### src/logic/hpc_pkg.sv
// package for the haptic playback configuration register bank:
// register offsets, reset values, field positions, timing counts and carrier structs.
// assumes a 10 MHz core clock and a byte-wide register port behind the serial interface.
package hpc_pkg;

	////////////////////////////////////////////////////////////////////////////////
	// register offsets
	localparam logic [7:0] OFS_WAVEFORM_GAIN   = 8'h39;
	localparam logic [7:0] OFS_BOOST_VOLTAGE   = 8'h3a;
	localparam logic [7:0] OFS_GUARD_LEVEL     = 8'h3e;
	localparam logic [7:0] OFS_GUARD_PERIOD    = 8'h3f;
	localparam logic [7:0] OFS_PTR_HIGH        = 8'h40;
	localparam logic [7:0] OFS_PTR_LOW         = 8'h41;
	localparam logic [7:0] OFS_DATA_PORT       = 8'h42;
	localparam logic [7:0] OFS_CONTINUOUS_DRIVE_CTRL       = 8'h48;
	localparam logic [7:0] OFS_PRESET_HIGH     = 8'h49;
	localparam logic [7:0] OFS_PRESET_LOW      = 8'h4a;
	localparam logic [7:0] OFS_DELAY_HIGH      = 8'h4b;
	localparam logic [7:0] OFS_DELAY_LOW       = 8'h4c;
	localparam logic [7:0] OFS_DIAG_CTRL       = 8'h5f;
	localparam logic [7:0] OFS_LOAD_RES        = 8'h60;
	localparam logic [7:0] OFS_OFFSET          = 8'h61;
	localparam logic [7:0] OFS_SUPPLY          = 8'h62;
	localparam logic [7:0] OFS_ADJUST_CFG      = 8'h66;
	localparam logic [7:0] OFS_MEAS_HIGH       = 8'h68;
	localparam logic [7:0] OFS_MEAS_LOW        = 8'h69;
	localparam logic [7:0] OFS_TRACK_HIGH      = 8'h6a;
	localparam logic [7:0] OFS_TRACK_LOW       = 8'h6b;

	////////////////////////////////////////////////////////////////////////////////
	// reset values
	localparam logic [7:0] RST_WAVEFORM_GAIN   = 8'h80;
	localparam logic [7:0] RST_BOOST_VOLTAGE   = 8'h62;
	localparam logic [7:0] RST_GUARD_LEVEL     = 8'hbf;
	localparam logic [7:0] RST_GUARD_PERIOD    = 8'h12;
	localparam logic [7:0] RST_CONTINUOUS_DRIVE_CTRL       = 8'h99;
	localparam logic [7:0] RST_PRESET_HIGH     = 8'h07;
	localparam logic [7:0] RST_PRESET_LOW      = 8'h25;
	localparam logic [7:0] RST_DELAY_LOW       = 8'h5d;
	localparam logic [7:0] RST_OFFSET          = 8'h80;
	localparam logic [7:0] RST_ZERO            = 8'h00;

	////////////////////////////////////////////////////////////////////////////////
	// field positions
	localparam int BOOST_CODE_LSB      = 1;
	localparam int GUARD_ENABLE_BIT    = 7;
	localparam int CONT_PERIODS_LSB    = 5;
	localparam int CONT_DURATION_BIT   = 4;
	localparam int CONT_CLOSED_BIT     = 3;
	localparam int CONT_DETECT_BIT     = 2;
	localparam int CONT_BRAKE_BIT      = 0;
	localparam int DIAG_SELECT_BIT     = 6;
	localparam int DIAG_PROTECT_BIT    = 5;
	localparam int DIAG_SUPPLY_GO_BIT  = 1;
	localparam int DIAG_START_BIT      = 0;
	localparam int ADJUST_MODE_BIT     = 6;

	// boost rail: base and step in millivolts
	localparam logic [13:0] BOOST_BASE_MV = 14'h1770; // 6000 mV
	localparam logic [13:0] BOOST_STEP_MV = 14'h008e; // 142 mV

	// unit gain of the waveform scaler is 0x80, so products shift by 7
	localparam int GAIN_SHIFT = 7;

	////////////////////////////////////////////////////////////////////////////////
	// timing: period counts are in units of 2.6 us
	localparam int CLK_PERIOD_PS = 100000;
	localparam int UNIT_TIME_PS  = 2600000;
	localparam int UNIT_CYCLES   = (UNIT_TIME_PS + CLK_PERIOD_PS - 1) / CLK_PERIOD_PS;

	////////////////////////////////////////////////////////////////////////////////
	// carriers
	typedef struct packed {
		logic       wr;
		logic       rd;
		logic [7:0] addr;
		logic [7:0] wdata;
	} hpc_reg_req_t;

	typedef struct packed {
		logic        diag_done;
		logic [7:0]  diag_value;
		logic        supply_done;
		logic [7:0]  supply_value;
		logic        f0_done;
		logic [15:0] f0_period;
		logic        track_valid;
		logic [15:0] track_period;
	} hpc_meas_t;

	typedef struct packed {
		logic [7:0]  gain;
		logic [4:0]  boost_rail_code;
		logic [13:0] boost_rail_mv;
		logic        input_guard_enable;
		logic [6:0]  input_guard_level;
		logic [7:0]  input_guard_time;
		logic        duration_source_select;
		logic        closed_loop;
		logic        resonance_detect_enable;
		logic        auto_braking_enable;
		logic [2:0]  bemf_periods;
		logic [15:0] preset_period;
		logic [11:0] drive_delay;
		logic        diagnostic_select;
		logic        protection_disable;
		logic        hw_adjust_mode;
		logic        diagnosis_start;
		logic        supply_start;
	} hpc_cfg_t;

endpackage

### src/logic/hpc_config_regs.sv
// configuration and result register bank of the haptic actuator driver, with the
// waveform gain scaler and the indirect wave-memory data port.
// assumes a byte register port already decoded from the serial bus, an external
// wave memory with combinational read, and measurement engines that pulse done.
//
// Overview of operation
// RULE1: one 8-bit gain scales all waveform samples
// RULE2: 5-bit code sets boost rail, 142mV steps
// RULE3: guard enable bit 7, level 6:0, reset 0x3F
// RULE4: 8-bit guard time register, reset 0x12
// RULE5: pointer is five high plus eight low bits
// RULE6: data port moves one byte to/from memory
// RULE7: pointer advances after every data port access
// RULE8: bits 6:5 pick one, two or four periods
// RULE9: bit 4 selects register-timed or go-timed playback
// RULE10: bit 3 selects closed or open loop
// RULE11: bit 2 enables resonance detection
// RULE12: continuous control resets to 0x99
// RULE13: preset period 16 bits, reset 0x0725
// RULE14: 12-bit delay from 4 high, 8 low bits
// RULE15: bit 6 picks resistance or offset measurement
// RULE16: bit 5 high disables output protection
// RULE17: start bit 0 yields resistance result
// RULE18: start bit 1 yields supply result
// RULE19: offset result read-only, reset 0x80
// RULE20: bit 6 picks software or hardware adjust
// RULE21: detected period stored across two bytes
// RULE22: tracked period upper byte register
// RULE23: tracked period lower byte follows, reset zero
// RULE24: start bits clear when results land
`timescale 1ns/1ps
`default_nettype none

module hpc_config_regs #(
	parameter int PTR_WIDTH = 13
) (
	// clock, reset, enable
	input  wire logic                   sys_clk,
	input  wire logic                   rst_n,
	input  wire logic                   clk_en,
	// register port
	input  wire hpc_pkg::hpc_reg_req_t  reg_req,
	output logic [7:0]                  reg_rdata,
	// wave memory
	output logic [PTR_WIDTH-1:0]        mem_raddr,
	input  wire logic [7:0]             mem_rdata,
	output logic                        mem_wr,
	output logic [PTR_WIDTH-1:0]        mem_waddr,
	output logic [7:0]                  mem_wdata,
	// measurement engines
	input  wire hpc_pkg::hpc_meas_t     meas,
	// waveform samples
	input  wire logic                   sample_valid,
	input  wire logic signed [7:0]      sample_in,
	output logic                        scaled_valid,
	output logic signed [7:0]           scaled_out,
	// configuration and timebase
	output hpc_pkg::hpc_cfg_t           cfg,
	output logic                        unit_tick
);

	////////////////////////////////////////////////////////////////////////////////
	// state
	typedef struct packed {
		logic [7:0]           gain;
		logic [7:0]           boost;
		logic [7:0]           guard_level;
		logic [7:0]           guard_time;
		logic [7:0]           ptr_hi;
		logic [7:0]           ptr_lo;
		logic [7:0]           data_port;
		logic [7:0]           continuous_drive_ctrl;
		logic [7:0]           pre_hi;
		logic [7:0]           pre_lo;
		logic [7:0]           dly_hi;
		logic [7:0]           dly_lo;
		logic [7:0]           diag_ctrl;
		logic [7:0]           load_res;
		logic [7:0]           offset;
		logic [7:0]           supply;
		logic [7:0]           adjust;
		logic [7:0]           meas_hi;
		logic [7:0]           meas_lo;
		logic [7:0]           trk_hi;
		logic [7:0]           trk_lo;
		logic [7:0]           rdata;
		logic                 mem_wr;
		logic [PTR_WIDTH-1:0] mem_waddr;
		logic [7:0]           mem_wdata;
		logic [4:0]           tick_cnt;
		logic                 tick;
		logic                 out_valid;
		logic [7:0]           out_sample;
	} hpc_state_t;

	localparam logic [4:0] TICK_LAST = 5'(hpc_pkg::UNIT_CYCLES - 1);

	// reset image of the whole state; fields not listed start at zero
	localparam hpc_state_t RESET_STATE = '{
		gain:        hpc_pkg::RST_WAVEFORM_GAIN,  // [RULE1]
		boost:       hpc_pkg::RST_BOOST_VOLTAGE,
		guard_level: hpc_pkg::RST_GUARD_LEVEL,    // [RULE3]
		guard_time:  hpc_pkg::RST_GUARD_PERIOD,   // [RULE4]
		continuous_drive_ctrl:   hpc_pkg::RST_CONTINUOUS_DRIVE_CTRL,      // [RULE12]
		pre_hi:      hpc_pkg::RST_PRESET_HIGH,    // [RULE13]
		pre_lo:      hpc_pkg::RST_PRESET_LOW,     // [RULE13]
		dly_lo:      hpc_pkg::RST_DELAY_LOW,      // [RULE14]
		offset:      hpc_pkg::RST_OFFSET,         // [RULE19]
		default:     '0
	};

	hpc_state_t                  state;
	hpc_state_t                  next_state;
	logic       [PTR_WIDTH-1:0]  ptr;
	logic       [PTR_WIDTH-1:0]  ptr_inc;
	logic                        wr_hit;
	logic                        rd_hit;
	logic signed [16:0]          product;
	logic signed [16:0]          shifted;

	////////////////////////////////////////////////////////////////////////////////
	// access pointer and register-port strobes
	assign ptr     = {state.ptr_hi[4:0], state.ptr_lo}; // [RULE5]
	assign ptr_inc = ptr + 13'h0001;
	assign wr_hit  = clk_en & reg_req.wr;
	assign rd_hit  = clk_en & reg_req.rd;

	// gain product; signed sample times unsigned gain, unity at 0x80
	assign product = 17'(sample_in) * $signed({9'h000, state.gain}); // [RULE1]
	assign shifted = product >>> hpc_pkg::GAIN_SHIFT;

	////////////////////////////////////////////////////////////////////////////////
	// next-state logic
	always_comb begin
		next_state        = state;
		next_state.mem_wr = 1'b0;
		next_state.tick   = 1'b0;

		// writes from the host; read-only results ignore writes
		if (wr_hit) begin
			case (reg_req.addr)
				hpc_pkg::OFS_WAVEFORM_GAIN: next_state.gain        = reg_req.wdata; // [RULE1]
				hpc_pkg::OFS_BOOST_VOLTAGE: next_state.boost       = reg_req.wdata; // [RULE2]
				hpc_pkg::OFS_GUARD_LEVEL:   next_state.guard_level = reg_req.wdata; // [RULE3]
				hpc_pkg::OFS_GUARD_PERIOD:  next_state.guard_time  = reg_req.wdata; // [RULE4]
				hpc_pkg::OFS_PTR_HIGH:      next_state.ptr_hi      = reg_req.wdata; // [RULE5]
				hpc_pkg::OFS_PTR_LOW:       next_state.ptr_lo      = reg_req.wdata; // [RULE5]
				hpc_pkg::OFS_DATA_PORT: begin
					// write goes out one cycle later at the pre-advance pointer
					next_state.data_port = reg_req.wdata;
					next_state.mem_wr    = 1'b1;               // [RULE6]
					next_state.mem_waddr = ptr;                // [RULE6]
					next_state.mem_wdata = reg_req.wdata;      // [RULE6]
					next_state.ptr_hi    = {state.ptr_hi[7:5], ptr_inc[12:8]}; // [RULE7]
					next_state.ptr_lo    = ptr_inc[7:0];                       // [RULE7]
				end
				hpc_pkg::OFS_CONTINUOUS_DRIVE_CTRL:     next_state.continuous_drive_ctrl   = reg_req.wdata; // [RULE9]
				hpc_pkg::OFS_PRESET_HIGH:   next_state.pre_hi      = reg_req.wdata; // [RULE13]
				hpc_pkg::OFS_PRESET_LOW:    next_state.pre_lo      = reg_req.wdata; // [RULE13]
				hpc_pkg::OFS_DELAY_HIGH:    next_state.dly_hi      = reg_req.wdata; // [RULE14]
				hpc_pkg::OFS_DELAY_LOW:     next_state.dly_lo      = reg_req.wdata; // [RULE14]
				hpc_pkg::OFS_DIAG_CTRL:     next_state.diag_ctrl   = reg_req.wdata; // [RULE15]
				hpc_pkg::OFS_ADJUST_CFG:    next_state.adjust      = reg_req.wdata; // [RULE20]
				hpc_pkg::OFS_MEAS_HIGH:     next_state.meas_hi     = reg_req.wdata;
				hpc_pkg::OFS_MEAS_LOW:      next_state.meas_lo     = reg_req.wdata;
				hpc_pkg::OFS_TRACK_HIGH:    next_state.trk_hi      = reg_req.wdata;
				hpc_pkg::OFS_TRACK_LOW:     next_state.trk_lo      = reg_req.wdata;
				default: ;
			endcase
		end

		// reads; a data-port read fetches the byte and advances the pointer
		if (rd_hit) begin
			case (reg_req.addr)
				hpc_pkg::OFS_WAVEFORM_GAIN: next_state.rdata = state.gain;
				hpc_pkg::OFS_BOOST_VOLTAGE: next_state.rdata = state.boost;
				hpc_pkg::OFS_GUARD_LEVEL:   next_state.rdata = state.guard_level;
				hpc_pkg::OFS_GUARD_PERIOD:  next_state.rdata = state.guard_time;
				hpc_pkg::OFS_PTR_HIGH:      next_state.rdata = state.ptr_hi;
				hpc_pkg::OFS_PTR_LOW:       next_state.rdata = state.ptr_lo;
				hpc_pkg::OFS_DATA_PORT: begin
					next_state.rdata     = mem_rdata;          // [RULE6]
					next_state.data_port = mem_rdata;          // [RULE6]
					next_state.ptr_hi    = {state.ptr_hi[7:5], ptr_inc[12:8]}; // [RULE7]
					next_state.ptr_lo    = ptr_inc[7:0];                       // [RULE7]
				end
				hpc_pkg::OFS_CONTINUOUS_DRIVE_CTRL:     next_state.rdata = state.continuous_drive_ctrl;
				hpc_pkg::OFS_PRESET_HIGH:   next_state.rdata = state.pre_hi;
				hpc_pkg::OFS_PRESET_LOW:    next_state.rdata = state.pre_lo;
				hpc_pkg::OFS_DELAY_HIGH:    next_state.rdata = state.dly_hi;
				hpc_pkg::OFS_DELAY_LOW:     next_state.rdata = state.dly_lo;
				hpc_pkg::OFS_DIAG_CTRL:     next_state.rdata = state.diag_ctrl;
				hpc_pkg::OFS_LOAD_RES:      next_state.rdata = state.load_res;
				hpc_pkg::OFS_OFFSET:        next_state.rdata = state.offset;
				hpc_pkg::OFS_SUPPLY:        next_state.rdata = state.supply;
				hpc_pkg::OFS_ADJUST_CFG:    next_state.rdata = state.adjust;
				hpc_pkg::OFS_MEAS_HIGH:     next_state.rdata = state.meas_hi;
				hpc_pkg::OFS_MEAS_LOW:      next_state.rdata = state.meas_lo;
				hpc_pkg::OFS_TRACK_HIGH:    next_state.rdata = state.trk_hi;
				hpc_pkg::OFS_TRACK_LOW:     next_state.rdata = state.trk_lo;
				default:                    next_state.rdata = hpc_pkg::RST_ZERO;
			endcase
		end

		// diagnostic result lands in resistance or offset by the select bit;
		// a host write of 1 in the same cycle wins over the auto-clear
		if (clk_en && meas.diag_done && state.diag_ctrl[hpc_pkg::DIAG_START_BIT]) begin
			if (state.diag_ctrl[hpc_pkg::DIAG_SELECT_BIT])
				next_state.load_res = meas.diag_value;        // [RULE15] [RULE17]
			else
				next_state.offset = meas.diag_value;          // [RULE15] [RULE19]
			if (!(wr_hit && reg_req.addr == hpc_pkg::OFS_DIAG_CTRL &&
			      reg_req.wdata[hpc_pkg::DIAG_START_BIT]))
				next_state.diag_ctrl[hpc_pkg::DIAG_START_BIT] = 1'b0; // [RULE24]
		end

		// supply measurement result
		if (clk_en && meas.supply_done && state.diag_ctrl[hpc_pkg::DIAG_SUPPLY_GO_BIT]) begin
			next_state.supply = meas.supply_value;            // [RULE18]
			if (!(wr_hit && reg_req.addr == hpc_pkg::OFS_DIAG_CTRL &&
			      reg_req.wdata[hpc_pkg::DIAG_SUPPLY_GO_BIT]))
				next_state.diag_ctrl[hpc_pkg::DIAG_SUPPLY_GO_BIT] = 1'b0; // [RULE24]
		end

		// measured periods; hardware results win over a host write
		if (clk_en && meas.f0_done) begin
			next_state.meas_hi = meas.f0_period[15:8];        // [RULE21]
			next_state.meas_lo = meas.f0_period[7:0];         // [RULE21]
		end
		if (clk_en && meas.track_valid) begin
			next_state.trk_hi = meas.track_period[15:8];      // [RULE22]
			next_state.trk_lo = meas.track_period[7:0];       // [RULE23]
		end

		// 2.6 us timebase shared by period and delay counters downstream
		if (clk_en) begin
			if (state.tick_cnt == TICK_LAST) begin
				next_state.tick_cnt = 5'h00;
				next_state.tick     = 1'b1;
			end else begin
				next_state.tick_cnt = state.tick_cnt + 5'h01;
			end
		end

		// gain scaler saturates so gains above unity cannot wrap
		next_state.out_valid = clk_en & sample_valid;
		if (clk_en && sample_valid) begin
			if (shifted > 17'sh0007f)
				next_state.out_sample = 8'h7f;                // [RULE1]
			else if (shifted < -17'sh00080)
				next_state.out_sample = 8'h80;                // [RULE1]
			else
				next_state.out_sample = shifted[7:0];         // [RULE1]
		end

		// hold everything while the clock enable is low
		if (!clk_en)
			next_state = state;
	end

	////////////////////////////////////////////////////////////////////////////////
	// state register with synchronous reset
	always_ff @(posedge sys_clk) begin
		if (!rst_n) begin
			state <= RESET_STATE;
		end else begin
			state <= next_state;
		end
	end

	////////////////////////////////////////////////////////////////////////////////
	// outputs
	assign reg_rdata    = state.rdata;
	assign mem_raddr    = ptr;
	assign mem_wr       = state.mem_wr;
	assign mem_waddr    = state.mem_waddr;
	assign mem_wdata    = state.mem_wdata;
	assign scaled_valid = state.out_valid;
	assign scaled_out   = state.out_sample;
	assign unit_tick    = state.tick;

	// decoded configuration
	always_comb begin
		cfg                 = '0;
		cfg.gain            = state.gain;
		cfg.boost_rail_code = state.boost[hpc_pkg::BOOST_CODE_LSB +: 5];            // [RULE2]
		cfg.boost_rail_mv   = hpc_pkg::BOOST_BASE_MV +
		                      14'(14'(cfg.boost_rail_code) * hpc_pkg::BOOST_STEP_MV); // [RULE2]
		cfg.input_guard_enable = state.guard_level[hpc_pkg::GUARD_ENABLE_BIT];      // [RULE3]
		cfg.input_guard_level  = state.guard_level[6:0];                            // [RULE3]
		cfg.input_guard_time   = state.guard_time;                                  // [RULE4]
		cfg.duration_source_select  = state.continuous_drive_ctrl[hpc_pkg::CONT_DURATION_BIT];  // [RULE9]
		cfg.closed_loop             = state.continuous_drive_ctrl[hpc_pkg::CONT_CLOSED_BIT];    // [RULE10]
		cfg.resonance_detect_enable = state.continuous_drive_ctrl[hpc_pkg::CONT_DETECT_BIT];    // [RULE11]
		cfg.auto_braking_enable     = state.continuous_drive_ctrl[hpc_pkg::CONT_BRAKE_BIT];
		case (state.continuous_drive_ctrl[hpc_pkg::CONT_PERIODS_LSB +: 2])
			2'h1:    cfg.bemf_periods = 3'h2;                                     // [RULE8]
			2'h2:    cfg.bemf_periods = 3'h4;                                     // [RULE8]
			default: cfg.bemf_periods = 3'h1;                                     // [RULE8]
		endcase
		cfg.preset_period      = {state.pre_hi, state.pre_lo};                      // [RULE13]
		cfg.drive_delay        = {state.dly_hi[3:0], state.dly_lo};                 // [RULE14]
		cfg.diagnostic_select  = state.diag_ctrl[hpc_pkg::DIAG_SELECT_BIT];         // [RULE15]
		cfg.protection_disable = state.diag_ctrl[hpc_pkg::DIAG_PROTECT_BIT];        // [RULE16]
		cfg.hw_adjust_mode     = state.adjust[hpc_pkg::ADJUST_MODE_BIT];            // [RULE20]
		cfg.diagnosis_start    = state.diag_ctrl[hpc_pkg::DIAG_START_BIT];          // [RULE17]
		cfg.supply_start       = state.diag_ctrl[hpc_pkg::DIAG_SUPPLY_GO_BIT];      // [RULE18]
	end
endmodule

`default_nettype wire

### config.mk
export PLATFORM = sky130hd
export DESIGN_NAME = hpc_config_regs
export DESIGN_NICKNAME = d
export VERILOG_FILES = /design/src/logic/hpc_pkg.sv /design/src/logic/hpc_config_regs.sv
export SDC_FILE = /design/constraint.sdc
export NUM_CORES = 1
export LEC_CHECK = 0
export BUFFER_PORTS_ARGS = -buffer_cell sky130_fd_sc_hd__buf_2
export CORE_MARGIN = 5
export CORE_UTILIZATION = 40
export DETAILED_ROUTE_END_ITERATION = 8
export PLACE_DENSITY = 0.7
export SLEW_MARGIN = 20
export SYNTH_ARGS = -nofsm -noshare
export SYNTH_HDL_FRONTEND = slang
export SYNTH_SLANG_ARGS = --single-unit
### constraint.sdc
create_clock -name sys_clk -period 15.5 [get_ports sys_clk]
set_clock_uncertainty 0.15 [all_clocks]
set_input_delay 0 -clock sys_clk [delete_from_list [all_inputs] [get_ports sys_clk]]
set_output_delay 0 -clock sys_clk [all_outputs]
set_load 0.02 [all_outputs]
Yosys cells after proc, flatten, opt, wreduce, memory -nomap -nowiden
Cells that the tools add are included. Widths: inputs -> output; s select.

$add $sub $neg: 3. Multiplexer cells: 33. Reduce and logical (&&, ||, !) cells: 38. Equal/unequal tests: 25. Bitwise gates (word level): 4. $mul: 2. Shift-type cells: 0. $lt $le $gt $ge: 2. Divide/modulo/power cells: 0.

Operators with widths (number): $pmux 8 s21 (1); $eq 8x7->1 const B (17); $mux 8 (15); $mux 72 (1); $reduce_and 3->1 (18); $mux 24 (2); $mux 22 (2); $eq 8x6->1 const B (4); $mux 16 (2); $mux 32 (1); $pmux 8 s2 (2); $mul 8x9->17 (1); $mux 17 (1); $add 13x13->14 const A (1); $add 13x1->13 const B (1); $mul 5x7->12 const B (1); $reduce_bool 2->1 (6); $gt 10x8->1 const B (1); $logic_and 1x1->1 (10); $lt 10x8->1 const B (1); $reduce_and 2->1 (4); $pmux 3 s2 (1); $add 5x1->5 const B (1); $eq 5x5->1 const B (1); 7 further kinds (12).

Bits in registers: 213. ROM bits: 0. Bits in writable memories: 0. Logic and storage cells: 138. Bits in latches: 0. Memories: 0. Output and inout port bits: 136.

Depth between registers and ports, before layout
Word-level depth: 5. Gate-level depth with buffers: 20. Depth with buffers taken out: 18.

Worst setup path before layout
Ideal clock, no wire load.

Path type: flip-flop to flip-flop. Start: register state, in the netlist cfg[77]. End: register state, in the netlist scaled_out[6]. Stages on the path, launching flop included: 18. Path buffers: 1. Setup time: 70 ps. Slack: 10365 ps. Arrival: 4915 ps. Path through: dfxtp_1 clkbuf_1 and2_1 fa_1 fa_1 fa_1 inv_1 fa_1 inv_1 ha_1 a2111oi_0 o21ai_0 a221oi_2 o21ai_0 xnor2_1 a21boi_0 o21ai_0 a21oi_1.

Longest elaborated chain between the ends: 4. Elaborated cells between the ends (all ways): 5. Classes of those cells: mul (1); order compare (2); mux (2).

RTL lines: start: declaration (RTL line hpc_config_regs.sv:112) `hpc_state_t state;`; start signal: assignment (RTL line hpc_config_regs.sv:267) `state <= next_state;`; $mul 8x9->17 * (RTL line hpc_config_regs.sv:129) `assign product = 17'(sample_in) * $signed({9'h000, state.gain});`; $lt 10x8->1 (RTL line hpc_config_regs.sv:250) `else if (shifted < -17'sh00080)`; $mux 8 (RTL line hpc_config_regs.sv:250); $mux 8 * (RTL line hpc_config_regs.sv:248) `if (shifted > 17'sh0007f)`.

Every way passes the cells marked *; elsewhere a longest branch is shown, timed or not. A chain may end at the register's enable or synchronous reset.

Worst setup path after layout
Start: register state, in the netlist cfg[77]. End: register state, in the netlist scaled_out[1].

The elaborated chain is that of the path after synthesis.

==> metrics.txt <==
final instance area roughly 16000 um^2; Slew Viols, Final 0; initial antenna violation count 3; Cell Count, Final, Fillers Out 2286; Hold Crit Start mem_rdata[0]; total number of vias 12930; synth unique cells 70; drt pass-1 iters 5; cell area after synthesis between 10000 and 15000 um^2; Post-CTS Resized 0; Avg WL per Cell 21.11 um; Port-buffer cells 224; Max-cap violations 0; Die X approximately 200 um; WP data required 15.77 ns; most frequent CP cell fa_1; CP bufs+invs 2; ANT nets after route 0; Total Power 1.262 mW; hpwl dp 34770 um; CP max FO 11; most frequent cells in the layout 325 x nand2_1, 223 x buf_2, 205 x dfxtp_1, 104 x nand3_1, 92 x dlygate4sd3_1; slew margin rel. 22.50%; Synth Register Bits 205; Crit. End Element register; cell area after placement 14190 um^2; Hold Path Class in2reg; initial DRC count 1482; Max Root-Sink Buffers 3; status finished, final reports clean; num rows 67; Crit-path slowest cell a21boi_0; GRT Overall Usage about a quarter; pin count of the biggest net entering global routing 86; most common cell after layout, fill and taps aside nand2_1; EDFF count, synth 0; LEAKAGE 6.965 nW; Clk Latency, worst-skew pair 0.54 ns; CTS tree built; H-tree level count 1; RSZ-0062 raised after global routing no; critical path startpoint cfg[77]$_SDFFE_PN0P_; postcts setup bufs 0; total global routing overflow 0; worst path cell trace and2_1 -> fa_1 -> fa_1 -> fa_1 -> inv_1 -> fa_1 -> inv_1 -> ha_1 -> a2111oi_0 -> o21ai_0 -> a221oi_2 -> o21ai_0 -> xnor2_1 -> a21boi_0 -> nor3_1 -> nor3_1; syn nets 1873; VDD IR max 79.63 uV; Setup Viol. Count Final 0; Top Ports 226; CP peak stage delay 0.56 ns; total CTS buffers 24; asr flop ratio synth 0%; setup TNS 0 ns; Ys Warns 0; Max Clock Freq 171.9 MHz; Top Family by Delay on Critical Path adder cells; arrival time worst endpoint 6.09 ns; fin crit period 5.819 ns; Layout Utilization 47.26%; Synth Flop Type dfxtp_1; sequential-to-total area share from yosys stat 30.05%; Post-Route WL 48250 um; Worst R2R Start cfg[77]$_SDFFE_PN0P_; core area 33620 um^2; Final #Nets 2015; Mapped Cells 1677; total die area between 30000 and 40000 um^2; fin crit share 37.54%; CTS Root Cell clkbuf_16; P&R area growth vs syn 16.33%; vias per cell 5.654; Avg Cell Area, Syn approximately 8 um^2; Pwr Density 79.44 nW/um^2; Setup CP Type reg2reg; fraction of layout cells with a size suffix above 1 16.40%; first-pass GRT wire length 73920 um; DRC Markers 0; crit path launch type register; vias in the first global route 12390; final hold violations 0; Placed Cells 2149; Hold-fix buffers, CTS 92; Worst-Margin Slew between 1 and 1.5 ns; CTS Sinks 205; Die Height 194.8 um; starting density of the core around two fifths; clock slew at reported path FFs around 0.060 ns; RD Place Congestion 0.9727
## synthesized netlist by cell type (42+ instances only)
cell      number  area, um^2
and2_1        47       294.0
nand2_1      325        1220
o21ai_0       47       235.2
dfxtp_1      205        4104
ha_1          67       838.3
a22oi_1       42       315.3
clkbuf_1      80       300.3
buf_4        118       885.9
nand3_1      104       520.5
nor2_1        62       232.7
inv_1         65       244.0
a21boi_0      83       623.1
mux2i_1       51       510.5
## layout make-up
| type | instances | area (um^2) |
|---|---|---|
| diodes | 3 | 7.507 |
| clock buffers | 33 | 674.4 |
| clock inverters | 9 | 96.34 |
| fillers | 3261 | 17730 |
| inverters | 65 | 244.0 |
| multi-input cells | 1191 | 8035 |
| flip-flops and latches | 205 | 4104 |
| well taps | 448 | 560.5 |
| repair buffers | 332 | 2165 |
## path summary, 6_finish.rpt
path | slack (ns) | to | cells after the start
hold / removal | 0.05 | reg_rdata[0]$_SDFFE_PN0P_ | 6
setup reg to reg | 9.68 | scaled_out[1]$_SDFFE_PN0P_ | 16
setup / recovery | 9.68 | scaled_out[1]$_SDFFE_PN0P_ | 16
hold reg to reg | 0.30 | mem_wdata[7]$_SDFFE_PN0P_ | 2
## cells by family after synthesis
| kind of cell | share of synthesized area, % |
|---|---|
| other | 0.02746 |
| XOR/XNOR | 1.796 |
| AO/OA/AOI/OAI | 18.84 |
| adder cells (fa/ha/maj) | 11.86 |
| multiplexers | 4.398 |
| AND/OR/NAND/NOR | 21.92 |
| flip-flops | 30.05 |
| buffers and inverters | 11.11 |
## report_power, final
group	internal, mW	switching, mW
clock network	0.322	0.232
logic	0.0651	0.101
registers	0.536	0.00705
total	0.923	0.340
## registers in the layout (all words and copies together), names as in the netlist
register and flops:
state 86, reg_rdata 8, unit_tick 1, scaled_valid 1, mem_raddr 13, cfg 66
mem_wr 1, scaled_out 8, mem_waddr 13, mem_wdata 8
## worst min-delay path: cells and delay by family
family          cells  cell delay [ns]
compound gates      4             0.50
buf+inv             1             0.09
simple gates        1             0.10
## metal layers
| metal | track usage, % | wire (um) | vias up |
|---|---|---|---|
| li1 | - | - | 5953 |
| met1 | 32.42 | 19950 | 6191 |
| met2 | 39.54 | 22310 | 669 |
| met3 | 4.501 | 4358 | 112 |
| met4 | 8.094 | 1623 | 0 |
| met5 | 0 | 0 | - |
## metrics by stage
stage	hold WS, ns	setup WS, ns
finish	0.04596	9.681
global route	0.04081	9.483
CTS	0.004067	9.856
detailed placement	0.09499	9.871
global placement	0.09189	9.971
floorplan	-0.02584	10.37
Note: power is estimated with default switching activity, not from simulation.
